==> src/core/srpp_pkg.sv <==
// Package: register map, field positions, constants and carrier type of the serial receiver.
package srpp_pkg;

   localparam int unsigned APB_ADDR_W = 12;
   localparam int unsigned IDX_W = 10;

   // Register indices; the APB byte address is four times the index.
   localparam logic [IDX_W-1:0] IDX_RX_PACKET_CONTROL = 10'h101;
   localparam logic [IDX_W-1:0] IDX_RX_MAX_SIZE_LOW = 10'h102;
   localparam logic [IDX_W-1:0] IDX_RX_MAX_SIZE_HIGH = 10'h103;
   localparam logic [IDX_W-1:0] IDX_RX_PACKET_STATUS = 10'h104;
   localparam logic [IDX_W-1:0] IDX_RX_PACKET_STATUS_LATCHED = 10'h105;
   localparam logic [IDX_W-1:0] IDX_RX_IRQ_ENABLE = 10'h106;
   localparam logic [IDX_W-1:0] IDX_RX_MODE_CONFIG = 10'h120;

   // Fields of rx_packet_control.
   localparam int unsigned CTL_FCS_PROCESSING_DISABLE = 5;
   localparam int unsigned CTL_FCS16_SELECT = 4;
   localparam int unsigned CTL_FCS_PASS_THROUGH = 3;
   localparam int unsigned CTL_DESCRAMBLE_DISABLE = 2;
   localparam int unsigned CTL_BIT_REORDER_ENABLE = 1;
   localparam int unsigned CTL_CLEAR_CHANNEL_ENABLE = 0;
   localparam logic [7:0] CTL_WRITE_MASK = 8'h3f;

   // Field of rx_mode_config.
   localparam int unsigned MODE_X86_ENABLE = 0;

   // Fields of rx_packet_status and the low three bits of rx_packet_status_latched.
   localparam int unsigned ST_FCS_ERR_COUNT_NONZERO = 2;
   localparam int unsigned ST_ABORT_COUNT_NONZERO = 1;
   localparam int unsigned ST_SIZE_VIOL_COUNT_NONZERO = 0;

   // Fields of rx_packet_status_latched.
   localparam int unsigned LAT_FCS_ERR_PKT = 7;
   localparam int unsigned LAT_ABORT_PKT = 6;
   localparam int unsigned LAT_INVALID_PKT = 5;
   localparam int unsigned LAT_SMALL_PKT = 4;
   localparam int unsigned LAT_LARGE_PKT = 3;

   // Reset values.
   localparam logic [7:0] RST_RX_PACKET_CONTROL = 8'h00;
   localparam logic [7:0] RST_RX_MAX_SIZE_LOW = 8'he0;
   localparam logic [7:0] RST_RX_MAX_SIZE_HIGH = 8'h07;
   localparam logic [7:0] RST_RX_PACKET_STATUS_LATCHED = 8'h00;
   localparam logic [7:0] RST_RX_IRQ_ENABLE = 8'h00;
   localparam logic [7:0] RST_RX_MODE_CONFIG = 8'h00;

   // Framing constants.
   localparam logic [15:0] MAX_PKT_LIMIT = 16'h07e0;
   localparam logic [7:0] FLAG_BYTE = 8'h7e;
   localparam logic [7:0] ESC_BYTE = 8'h7d;
   localparam logic [7:0] ESC_XOR = 8'h20;
   localparam int unsigned SCR_LEN = 43;
   localparam logic [2:0] FCS16_BYTES = 3'h2;
   localparam logic [2:0] FCS32_BYTES = 3'h4;
   localparam logic [31:0] CRC32_POLY = 32'hedb88320;
   localparam logic [31:0] CRC16_POLY = 32'h00008408;
   localparam logic [31:0] CRC32_INIT = 32'hffffffff;
   localparam logic [31:0] CRC16_INIT = 32'h0000ffff;
   localparam logic [31:0] CRC32_GOOD = 32'hdebb20e3;
   localparam logic [31:0] CRC16_GOOD = 32'h0000f0b8;

   typedef struct packed {
      logic [7:0] data;
      logic valid;
      logic eop;
      logic err;
   } srpp_out_t;

endpackage

==> src/core/srpp_top.sv <==
// Serial receive packet processor: link sampling, descrambler, deframer, FCS, sizing, APB registers.
`timescale 1ns/1ps
module srpp_top #(
   parameter int unsigned CNT_W = 24
) (
   input wire logic clk,
   input wire logic rst,
   input wire logic psel,
   input wire logic penable,
   input wire logic pwrite,
   input wire logic [srpp_pkg::APB_ADDR_W-1:0] paddr,
   input wire logic [31:0] pwdata,
   output logic [31:0] prdata,
   output logic pready,
   output logic pslverr,
   input wire logic rx_clk_pin,
   input wire logic rx_data_pin,
   input wire logic rx_sync_pin,
   input wire logic [15:0] min_pkt_size,
   output srpp_pkg::srpp_out_t rx_out,
   output logic irq
);
   import srpp_pkg::*;

   if (CNT_W < 1 || CNT_W > 32) begin : g_bad_cnt_w
      $error("CNT_W must lie between 1 and 32.");
   end

   function automatic logic reg_known(input logic [IDX_W-1:0] idx);
      return idx == IDX_RX_PACKET_CONTROL || idx == IDX_RX_MAX_SIZE_LOW ||
             idx == IDX_RX_MAX_SIZE_HIGH || idx == IDX_RX_PACKET_STATUS ||
             idx == IDX_RX_PACKET_STATUS_LATCHED || idx == IDX_RX_IRQ_ENABLE ||
             idx == IDX_RX_MODE_CONFIG;
   endfunction

   function automatic logic [31:0] crc_byte(input logic [31:0] crc, input logic [7:0] b,
                                            input logic is32);
      logic [31:0] c;
      c = crc;
      for (int i = 0; i < 8; i++) begin
         if (c[0] ^ b[i]) begin
            c = (c >> 1) ^ (is32 ? CRC32_POLY : CRC16_POLY);
         end else begin
            c = c >> 1;
         end
      end
      return c;
   endfunction

   // ---------------- Registers ----------------
   logic [7:0] ctrl_q;
   logic [7:0] max_lo_q;
   logic [7:0] max_hi_q;
   logic [7:0] ie_q;
   logic [7:0] mode_q;
   logic [7:0] lat_q;
   logic [2:0] stat_q;
   logic pready_q;
   logic pslverr_q;
   logic [31:0] prdata_q;

   wire [IDX_W-1:0] idx = paddr[APB_ADDR_W-1:2];
   wire wr_ok = psel & penable & pready_q & pwrite & reg_known(idx);

   // Link pins are asynchronous to clk, so each passes two flip-flops first.
   logic [2:0] sync1_q;
   logic [2:0] sync2_q;
   logic link_clk_prev_q;

   always_ff @(posedge clk) begin
      if (rst) begin
         sync1_q <= 3'h0;
         sync2_q <= 3'h0;
         link_clk_prev_q <= 1'b0;
      end else begin
         sync1_q <= {rx_clk_pin, rx_data_pin, rx_sync_pin};
         sync2_q <= sync1_q;
         link_clk_prev_q <= sync2_q[2];
      end
   end

   wire bit_ev = sync2_q[2] & ~link_clk_prev_q;
   wire raw_bit = sync2_q[1];
   wire sync_bit = sync2_q[0];

   // ---------------- Mode decoding ----------------
   wire x86 = mode_q[MODE_X86_ENABLE];
   wire clear_mode = ctrl_q[CTL_CLEAR_CHANNEL_ENABLE];
   wire hdlc_mode = ~x86 & ~clear_mode;
   wire fcs_on = ~ctrl_q[CTL_FCS_PROCESSING_DISABLE] | x86;
   wire fcs32 = x86 | ~ctrl_q[CTL_FCS16_SELECT];
   wire [2:0] fcs_n = fcs_on ? (fcs32 ? FCS32_BYTES : FCS16_BYTES) : 3'h0;
   wire drop_fcs = fcs_on & (x86 | ~ctrl_q[CTL_FCS_PASS_THROUGH]);
   wire [2:0] drop_n = (drop_fcs & ~clear_mode) ? fcs_n : 3'h0;
   wire [15:0] max_prog = {max_hi_q, max_lo_q};
   wire [15:0] max_cap = clear_mode ? MAX_PKT_LIMIT : MAX_PKT_LIMIT + {13'h0, fcs_n};
   wire [15:0] max_eff = (max_prog > max_cap) ? max_cap : max_prog;
   wire discard_all = max_eff < min_pkt_size;

   // ---------------- Descrambler ----------------
   logic [SCR_LEN-1:0] scr_q;
   wire dbit = ctrl_q[CTL_DESCRAMBLE_DISABLE] ? raw_bit : raw_bit ^ scr_q[SCR_LEN-1];

   always_ff @(posedge clk) begin
      if (rst) begin
         scr_q <= '0;
      end else if (bit_ev) begin
         scr_q <= {scr_q[SCR_LEN-2:0], raw_bit};
      end
   end

   // ---------------- HDLC flag, abort and destuffing ----------------
   // Bits run through an 8-bit window so that flag bits never reach the byte assembler.
   logic [7:0] win_q;
   logic [7:0] vld_q;
   logic [2:0] ones_q;
   wire [7:0] win_nx = {win_q[6:0], dbit};
   wire flag_hit = hdlc_mode & bit_ev & (win_nx == FLAG_BYTE);
   wire abort_hit = hdlc_mode & bit_ev & dbit & (ones_q == 3'h6);
   wire stuffed = ~dbit & (ones_q == 3'h5);

   always_ff @(posedge clk) begin
      if (rst) begin
         win_q <= 8'h00;
         vld_q <= 8'h00;
         ones_q <= 3'h0;
      end else if (bit_ev) begin
         win_q <= win_nx;
         ones_q <= dbit ? ((ones_q == 3'h7) ? 3'h7 : ones_q + 3'h1) : 3'h0;
         if (flag_hit || abort_hit || !hdlc_mode) begin
            vld_q <= 8'h00;
         end else begin
            vld_q <= {vld_q[6:0], ~stuffed};
         end
      end
   end

   // ---------------- Byte assembly ----------------
   logic [7:0] sh_q;
   logic [2:0] bcnt_q;
   wire asm_bit = hdlc_mode ? win_q[7] : dbit;
   wire asm_v = bit_ev & (hdlc_mode ? vld_q[7] : 1'b1);
   wire [2:0] bcnt_base = (~hdlc_mode & sync_bit) ? 3'h0 : bcnt_q;
   wire [7:0] sh_nx = ctrl_q[CTL_BIT_REORDER_ENABLE] ? {asm_bit, sh_q[7:1]} :
                                                       {sh_q[6:0], asm_bit};
   wire byte_done = asm_v & (bcnt_base == 3'h7);
   wire [2:0] bcnt_nx = asm_v ? bcnt_base + 3'h1 : bcnt_q;

   always_ff @(posedge clk) begin
      if (rst) begin
         sh_q <= 8'h00;
         bcnt_q <= 3'h0;
      end else begin
         if (asm_v) begin
            sh_q <= sh_nx;
         end
         if (flag_hit || abort_hit) begin
            bcnt_q <= 3'h0;
         end else begin
            bcnt_q <= bcnt_nx;
         end
      end
   end

   // ---------------- Byte-level framing ----------------
   logic in_pkt_q;
   logic esc_q;
   logic [15:0] cnt_q;
   logic [31:0] crc_q;
   logic big_q;
   logic data_ev;
   logic end_ev;
   logic abort_ev;
   logic [7:0] data_b;

   always_comb begin
      data_ev = 1'b0;
      end_ev = 1'b0;
      abort_ev = 1'b0;
      data_b = sh_nx;
      if (clear_mode) begin
         data_ev = byte_done;
      end else if (x86) begin
         if (byte_done) begin
            if (sh_nx == FLAG_BYTE) begin
               abort_ev = esc_q & in_pkt_q;
               end_ev = ~esc_q;
            end else if (sh_nx != ESC_BYTE) begin
               data_ev = in_pkt_q;
               data_b = esc_q ? sh_nx ^ ESC_XOR : sh_nx;
            end
         end
      end else begin
         data_ev = byte_done & in_pkt_q;
         end_ev = flag_hit;
         abort_ev = abort_hit & in_pkt_q & (cnt_q != 16'h0);
      end
   end

   wire [15:0] cnt_nx = data_ev ? cnt_q + 16'h1 : cnt_q;
   wire [31:0] crc_nx = data_ev ? crc_byte(crc_q, data_b, fcs32) : crc_q;
   wire big_nx = big_q | (data_ev & (cnt_nx > max_eff));
   wire chunk_end = clear_mode & data_ev & (cnt_nx >= max_eff);
   wire close_ev = ~clear_mode & end_ev & in_pkt_q & (cnt_nx != 16'h0);
   wire [31:0] crc_init = fcs32 ? CRC32_INIT : CRC16_INIT;
   wire [31:0] crc_good = fcs32 ? CRC32_GOOD : CRC16_GOOD;

   // Outcome of a closing packet.
   wire pkt_invalid = close_ev & hdlc_mode & (bcnt_nx != 3'h0);
   wire pkt_small = close_ev & (cnt_nx < min_pkt_size);
   wire pkt_large = close_ev & big_nx;
   wire pkt_fcs_bad = close_ev & fcs_on & ~pkt_invalid & (crc_nx != crc_good);
   wire pkt_size_viol = pkt_small | pkt_large;
   wire pkt_err = pkt_invalid | pkt_size_viol | pkt_fcs_bad | discard_all;

   always_ff @(posedge clk) begin
      if (rst) begin
         in_pkt_q <= 1'b0;
         esc_q <= 1'b0;
         cnt_q <= 16'h0;
         crc_q <= CRC32_INIT;
         big_q <= 1'b0;
      end else if (end_ev || abort_ev || chunk_end) begin
         in_pkt_q <= end_ev;
         esc_q <= 1'b0;
         cnt_q <= 16'h0;
         crc_q <= crc_init;
         big_q <= 1'b0;
      end else begin
         if (abort_hit) begin
            in_pkt_q <= 1'b0;
         end
         if (x86 && byte_done) begin
            esc_q <= (sh_nx == ESC_BYTE);
         end
         cnt_q <= cnt_nx;
         crc_q <= crc_nx;
         big_q <= big_nx;
      end
   end

   // ---------------- FCS removal delay line ----------------
   // When drop_fcs is set outside clear-channel mode, bytes are held back by the FCS length so the trailing FCS never leaves the block.
   logic [7:0] dl_q [0:3];
   wire emit_ok = data_ev & ~big_nx & ~discard_all;
   wire emit_now = emit_ok & ((drop_n == 3'h0) || (cnt_q >= {13'h0, drop_n}));
   wire [7:0] emit_b = (drop_n == 3'h0) ? data_b : dl_q[drop_n[1:0] - 2'h1];

   always_ff @(posedge clk) begin
      if (rst) begin
         for (int i = 0; i < 4; i++) begin
            dl_q[i] <= 8'h00;
         end
      end else if (data_ev) begin
         dl_q[0] <= data_b;
         for (int i = 1; i < 4; i++) begin
            dl_q[i] <= dl_q[i-1];
         end
      end
   end

   srpp_out_t out_q;

   always_ff @(posedge clk) begin
      if (rst) begin
         out_q <= '0;
      end else begin
         out_q.valid <= emit_now;
         out_q.data <= emit_now ? emit_b : out_q.data;
         out_q.eop <= close_ev | chunk_end | (abort_ev & ~clear_mode);
         out_q.err <= close_ev ? pkt_err : (abort_ev & ~clear_mode);
      end
   end

   // ---------------- Error counters and status ----------------
   logic [CNT_W-1:0] fcs_cnt_q;
   logic [CNT_W-1:0] abort_cnt_q;
   logic [CNT_W-1:0] size_cnt_q;

   // Counters saturate instead of wrapping, so a non-zero status never falls back to zero.
   always_ff @(posedge clk) begin
      if (rst) begin
         fcs_cnt_q <= '0;
         abort_cnt_q <= '0;
         size_cnt_q <= '0;
      end else begin
         if (pkt_fcs_bad && !(&fcs_cnt_q)) begin
            fcs_cnt_q <= fcs_cnt_q + 1'b1;
         end
         if (abort_ev && !clear_mode && !(&abort_cnt_q)) begin
            abort_cnt_q <= abort_cnt_q + 1'b1;
         end
         if (pkt_size_viol && !(&size_cnt_q)) begin
            size_cnt_q <= size_cnt_q + 1'b1;
         end
      end
   end

   wire [2:0] stat_nx = {fcs_cnt_q != '0, abort_cnt_q != '0, size_cnt_q != '0};

   always_ff @(posedge clk) begin
      if (rst) begin
         stat_q <= 3'h0;
      end else begin
         stat_q <= stat_nx;
      end
   end

   // ---------------- Latched flags ----------------
   logic [7:0] lat_set;

   always_comb begin
      lat_set = 8'h00;
      lat_set[LAT_FCS_ERR_PKT] = pkt_fcs_bad;
      lat_set[LAT_ABORT_PKT] = abort_ev & ~clear_mode;
      lat_set[LAT_INVALID_PKT] = pkt_invalid;
      lat_set[LAT_SMALL_PKT] = pkt_small;
      lat_set[LAT_LARGE_PKT] = pkt_large;
      lat_set[2:0] = stat_nx & ~stat_q;
   end

   wire [7:0] lat_clr = (wr_ok && idx == IDX_RX_PACKET_STATUS_LATCHED) ? pwdata[7:0] : 8'h00;

   // A new event in the cycle of a clear keeps the flag set.
   always_ff @(posedge clk) begin
      if (rst) begin
         lat_q <= RST_RX_PACKET_STATUS_LATCHED;
      end else begin
         lat_q <= (lat_q & ~lat_clr) | lat_set;
      end
   end

   logic irq_q;

   always_ff @(posedge clk) begin
      if (rst) begin
         irq_q <= 1'b0;
      end else begin
         irq_q <= |(lat_q & ie_q);
      end
   end

   // ---------------- APB slave ----------------
   always_ff @(posedge clk) begin
      if (rst) begin
         ctrl_q <= RST_RX_PACKET_CONTROL;
         max_lo_q <= RST_RX_MAX_SIZE_LOW;
         max_hi_q <= RST_RX_MAX_SIZE_HIGH;
         ie_q <= RST_RX_IRQ_ENABLE;
         mode_q <= RST_RX_MODE_CONFIG;
      end else if (wr_ok) begin
         unique case (idx)
            IDX_RX_PACKET_CONTROL: ctrl_q <= pwdata[7:0] & CTL_WRITE_MASK;
            IDX_RX_MAX_SIZE_LOW: max_lo_q <= pwdata[7:0];
            IDX_RX_MAX_SIZE_HIGH: max_hi_q <= pwdata[7:0];
            IDX_RX_IRQ_ENABLE: ie_q <= pwdata[7:0];
            IDX_RX_MODE_CONFIG: mode_q <= {7'h00, pwdata[MODE_X86_ENABLE]};
            default: ;
         endcase
      end
   end

   logic [7:0] rd_byte;

   always_comb begin
      rd_byte = 8'h00;
      unique case (idx)
         IDX_RX_PACKET_CONTROL: rd_byte = ctrl_q;
         IDX_RX_MAX_SIZE_LOW: rd_byte = max_lo_q;
         IDX_RX_MAX_SIZE_HIGH: rd_byte = max_hi_q;
         IDX_RX_PACKET_STATUS: rd_byte = {5'h00, stat_q};
         IDX_RX_PACKET_STATUS_LATCHED: rd_byte = lat_q;
         IDX_RX_IRQ_ENABLE: rd_byte = ie_q;
         IDX_RX_MODE_CONFIG: rd_byte = mode_q;
         default: rd_byte = 8'h00;
      endcase
   end

   // The answer is prepared in the setup cycle, so every access completes without wait states.
   always_ff @(posedge clk) begin
      if (rst) begin
         pready_q <= 1'b0;
         pslverr_q <= 1'b0;
         prdata_q <= 32'h0;
      end else if (psel && !penable && !pready_q) begin
         pready_q <= 1'b1;
         pslverr_q <= ~reg_known(idx);
         prdata_q <= {24'h0, rd_byte};
      end else begin
         pready_q <= 1'b0;
         pslverr_q <= 1'b0;
      end
   end

   assign prdata = prdata_q;
   assign pready = pready_q;
   assign pslverr = pslverr_q;
   assign rx_out = out_q;
   assign irq = irq_q;

endmodule

==> config.mk <==
export PLATFORM = sky130hd
export DESIGN_NAME = srpp_top
export DESIGN_NICKNAME = d
export VERILOG_FILES = /design/src/core/srpp_pkg.sv /design/src/core/srpp_top.sv
export SDC_FILE = /design/constraint.sdc
export NUM_CORES = 1
export LEC_CHECK = 0
export BUFFER_PORTS_ARGS = -buffer_cell sky130_fd_sc_hd__buf_2
export CAP_MARGIN = 30
export CORE_UTILIZATION = 61
export DETAILED_ROUTE_END_ITERATION = 8
export PLACE_DENSITY = 0.91
export SLEW_MARGIN = 20
export SYNTH_ARGS = -nofsm -noshare
export SYNTH_HDL_FRONTEND = slang
export SYNTH_SLANG_ARGS = --single-unit
==> constraint.sdc <==
create_clock -name clk -period 8.11 [get_ports clk]
set_clock_uncertainty 0.15 [all_clocks]
set_input_delay 0.4055 -clock clk [delete_from_list [all_inputs] [get_ports clk]]
set_output_delay 0.4055 -clock clk [all_outputs]
set_load 0.01 [all_outputs]
==> flow_summary.yaml <==
synthesis:
  synth-edff-count: 32
  yosys.area_share.simple_pct: 23.67
  synth_compound_area_share_pct: 14.45
  synthMuxAreaShare_pct: 6.135
  synth_ff_type: "dfxtp_1"
  synth_fa_ha_area_share_pct: 4.697
  yosys-top-cells-count: "267 x dfxtp_1, 220 x nand2_1, 210 x nor2_1"
  synth_cells: 1949
  avgSynthCellArea_sq_um: 8.611
  synth_most_common_cell: "dfxtp_1"
  ys_warn_count: 0
  synthXorXnorAreaFrac_pct: 8.767
  synth_area_leader_cell: "dfxtp_1"
  synth_top_family_by_area: "simple AND/OR/NAND/NOR gates"
  ys_seq_area_share_pct: 37.57
  synth_area_sq_mm: 0.01678
  synthArstFlopShare_pct: 0
  ys_ff_latch: 299
  synthTopCellsByArea: "dfxtp_1 32%, edfxtp_1 5.7%, nand2_1 4.9%"
  synth.distinct_cells: 84
  synth_top_area_share_pct: 31.85
min_path:
  hp-class: "input port to flip-flop"
timing:
  period_share_pct: 84.18
  clock.fmax_mhz: 146.5
  worstMarginPinSlew_ns: 0.9172
  maxSlewViolCount: 0
  relSlewSlack_pct: 38.38
  grt_setup_unrepaired: "false"
  setup_ws_ns: 1.283
  setup_violations: 0
  setup_tns_ns: 0
  period_needed_ns: 6.827
  hold_viol: 0
  fin_hold_ws_ns: 0.02341
route:
  drtPass1Iterations: 7
  drc: 0
  via_per_inst: 6.164
  wl_per_cell_um: 17.45
  routed_wl_um: 40830
  antenna_left: 0
  via_count: 14424
  drt-initial-drc-count: 1219
floorplanning:
  die_w_um: 167.9
  die_h_um: 167.9
  initial_core_util_pct: 62.27
  placementRows: 60
  core_area_sq_mm: 0.02695
  io_pins: 114
  dieArea_sq_mm: 0.02818
final_layout:
  stdcell_area_sq_mm: 0.01844
  nets: 2106
  area_growth_pct: 9.878
  layout-drive-gt1-share_pct: 9.655
  diodes: 0
grt:
  grt_max_degree: 93
  grt_usage_pct: 28.63
  grt_pass1_vias: 13930
  met2_usage_pct: 50.53
  grtUsageMet1_pct: 35.20
  grt_pass1_wl_um: 67100
  met3_usage_pct: 3.973
  antenna_found_initial: 0
  busiest_layer: "met2"
  gr-total-overflow: 0
pwr:
  swShare_pct: 21.68
  p_total_mw: 3.127
  leakage_nw: 7.550
  switchingPower_uw: 678.0
  ir_drop_mv: 0.2571
  pwr-share-comb_pct: 3.5
  pwr_density_cell_mw_per_mm2: 169.5
  p_int_mw: 2.449
  p_seq_share_pct: 48.2
  clockPowerShare_pct: 48.2
outcome:
  status: "finished clean"
job:
  drv_cap: 0
clock_tree:
  htree_levels: 1
  postCtsSetupRepairBufs: 0
  clk_pin_slew_ns: 0.07
  cts_tree: "built"
  cts_sinks: 299
  clk_root_buffer_cell: "clkbuf_16"
  cts_buffers: 30
  clk_latency_ns: 0.58
  clk_path_buf_depth: 3
placed_design:
  dpl_cell_area_sq_mm: 0.01728
  dp_hpwl_um: 28140
  pre_cts_ws_ns: 1.440
  gp_congestion: 0.9414
  portBuffers: 63
critical_path:
  worstSetupPathType: "flip-flop to flip-flop"
  worstPathMaxFanout: 16
  cpPeakStageDelay_ns: 0.74
  crit_slowest_cell: "nor2b_1"
  critPathCaptureType: "flip-flop"
  cp_cell_sequence: "or2_1 > a21boi_0 > ha_1 > ha_1 > nand2_1 > or2_2 > a211oi_1 > and3_1 > nand3_1 > xnor2_1 > ha_1 > a21o_1 > a21o_1 > a21oi_1 > nor2b_1 > o21ai_0 > nand2b_1 > a21o_1 > o21a_1 > nor3_1 > o31a_1 > nor2b_1 > nand2b_1 > a211o_1"
  cp.arrival_ns: 7.14
  worstPathRequired_ns: 8.42
  start_kind: "flip-flop"
[area by class of cell]
cell class,instances,area (sq um)
Multi-Input combinational cell,1501,9849
Tap cell,341,426.7
Clock inverter,16,259.0
Timing Repair Buffer,93,584.3
Sequential cell,299,6306
Inverter,50,187.7
Clock buffer,40,828.3
Fill cell,1948,8509
[per-layer routing]
layer  vias to the layer above  part of all wire, %
li1                       6871                    -
met1                      6869                   40
met2                       567                   49
met3                       117                  6.6
met4                         0                  3.6
met5                         -                    0
[flip-flops by register name, summed over array words and instances, names as in the netlist, 8 cells and up]
| name | flops |
|---|---|
| win_q | 8 |
| prdata | 8 |
| sh_q | 8 |
| max_lo_q | 8 |
| cnt_q | 16 |
| crc_q | 32 |
| abort_cnt_q | 24 |
| size_cnt_q | 24 |
| lat_q | 8 |
| max_hi_q | 8 |
| rx_out | 11 |
| fcs_cnt_q | 24 |
| vld_q | 8 |
| ie_q | 8 |
| scr_q | 43 |
| dl_q | 32 |
[power groups by stage]
stage          clock network, mW  registers [mW]  logic (mW)
3_3_place_gp                   0            1.54      0.0993
3_5_place_dp                   0            1.54       0.104
5_1_grt                     1.57            1.51       0.120
4_1_cts                     1.52            1.51       0.108
2_1_floorplan                  0            1.54      0.0764
6_report                    1.51            1.51       0.110
[critical path: cells and delay by family (launching register included)]
kind | cells | cell delay, ns
DFF | 1 | 0.47
xor gates and xnor gates | 1 | 0.19
and+or+nand+nor | 10 | 2.73
adders and majority gates | 3 | 0.64
AOI/OAI and AO/OA | 10 | 2.54
[metrics by stage]
| stage | utilization, % | instances |
|---|---|---|
| floorplan | - | 1981 |
| global placement | 63.92 | 2272 |
| detailed placement | 64.10 | 2276 |
| CTS | 68.40 | 2339 |
| global route | 68.43 | 2340 |
| finish | 68.43 | 2340 |
[logic make-up (layout without fill, tap and decap cells)]
| family | after synthesis | in the layout |
|---|---|---|
| compound gates | 370 | 370 |
| other cells | 2 | 34 |
| xor+xnor | 132 | 132 |
| mux | 96 | 96 |
| simple gates | 806 | 806 |
| fa+ha+maj | 63 | 63 |
| buf+inv | 181 | 199 |
| flops | 299 | 299 |
[final timing paths]
kind / from / endpoint / slack, ns / cells after the start
hold / removal: pwdata[1] / max_hi_q[1]$_SDFFE_PP1P_ / 0.02 / 2
setup reg to reg: ctrl_q[0]$_SDFFE_PP0P_ / crc_q[15]$_SDFF_PP1_ / 1.28 / 24
hold reg to reg: sync1_q[1]$_SDFF_PP0_ / sync2_q[1]$_SDFF_PP0_ / 0.29 / 1
setup / recovery: ctrl_q[0]$_SDFFE_PP0P_ / crc_q[15]$_SDFF_PP1_ / 1.28 / 24
[repair_timing]
item | 4_1_cts | 5_1_grt
endpoints found under the hold margin | 9 | 0
endpoints found under the setup margin | 0 | 0
resized for setup | 0 | 0
hold buffers | 7 | 0
[layout by cell type (no fill, tap or decap), drive strengths merged, types with 32 or more instances in the layout]
master  count
nor4       33
and3       37
mux2i      73
ha         63
and2       56
o21ai      66
clkbuf     40
nand3      49
nand2     220
dfxtp     267
inv        50
a21oi     121
nor2b      50
xnor2      73
xor2       42
buf        86
nor2      211
edfxtp     32
or3        32
conb       34
(Power assumes the default switching activity.)
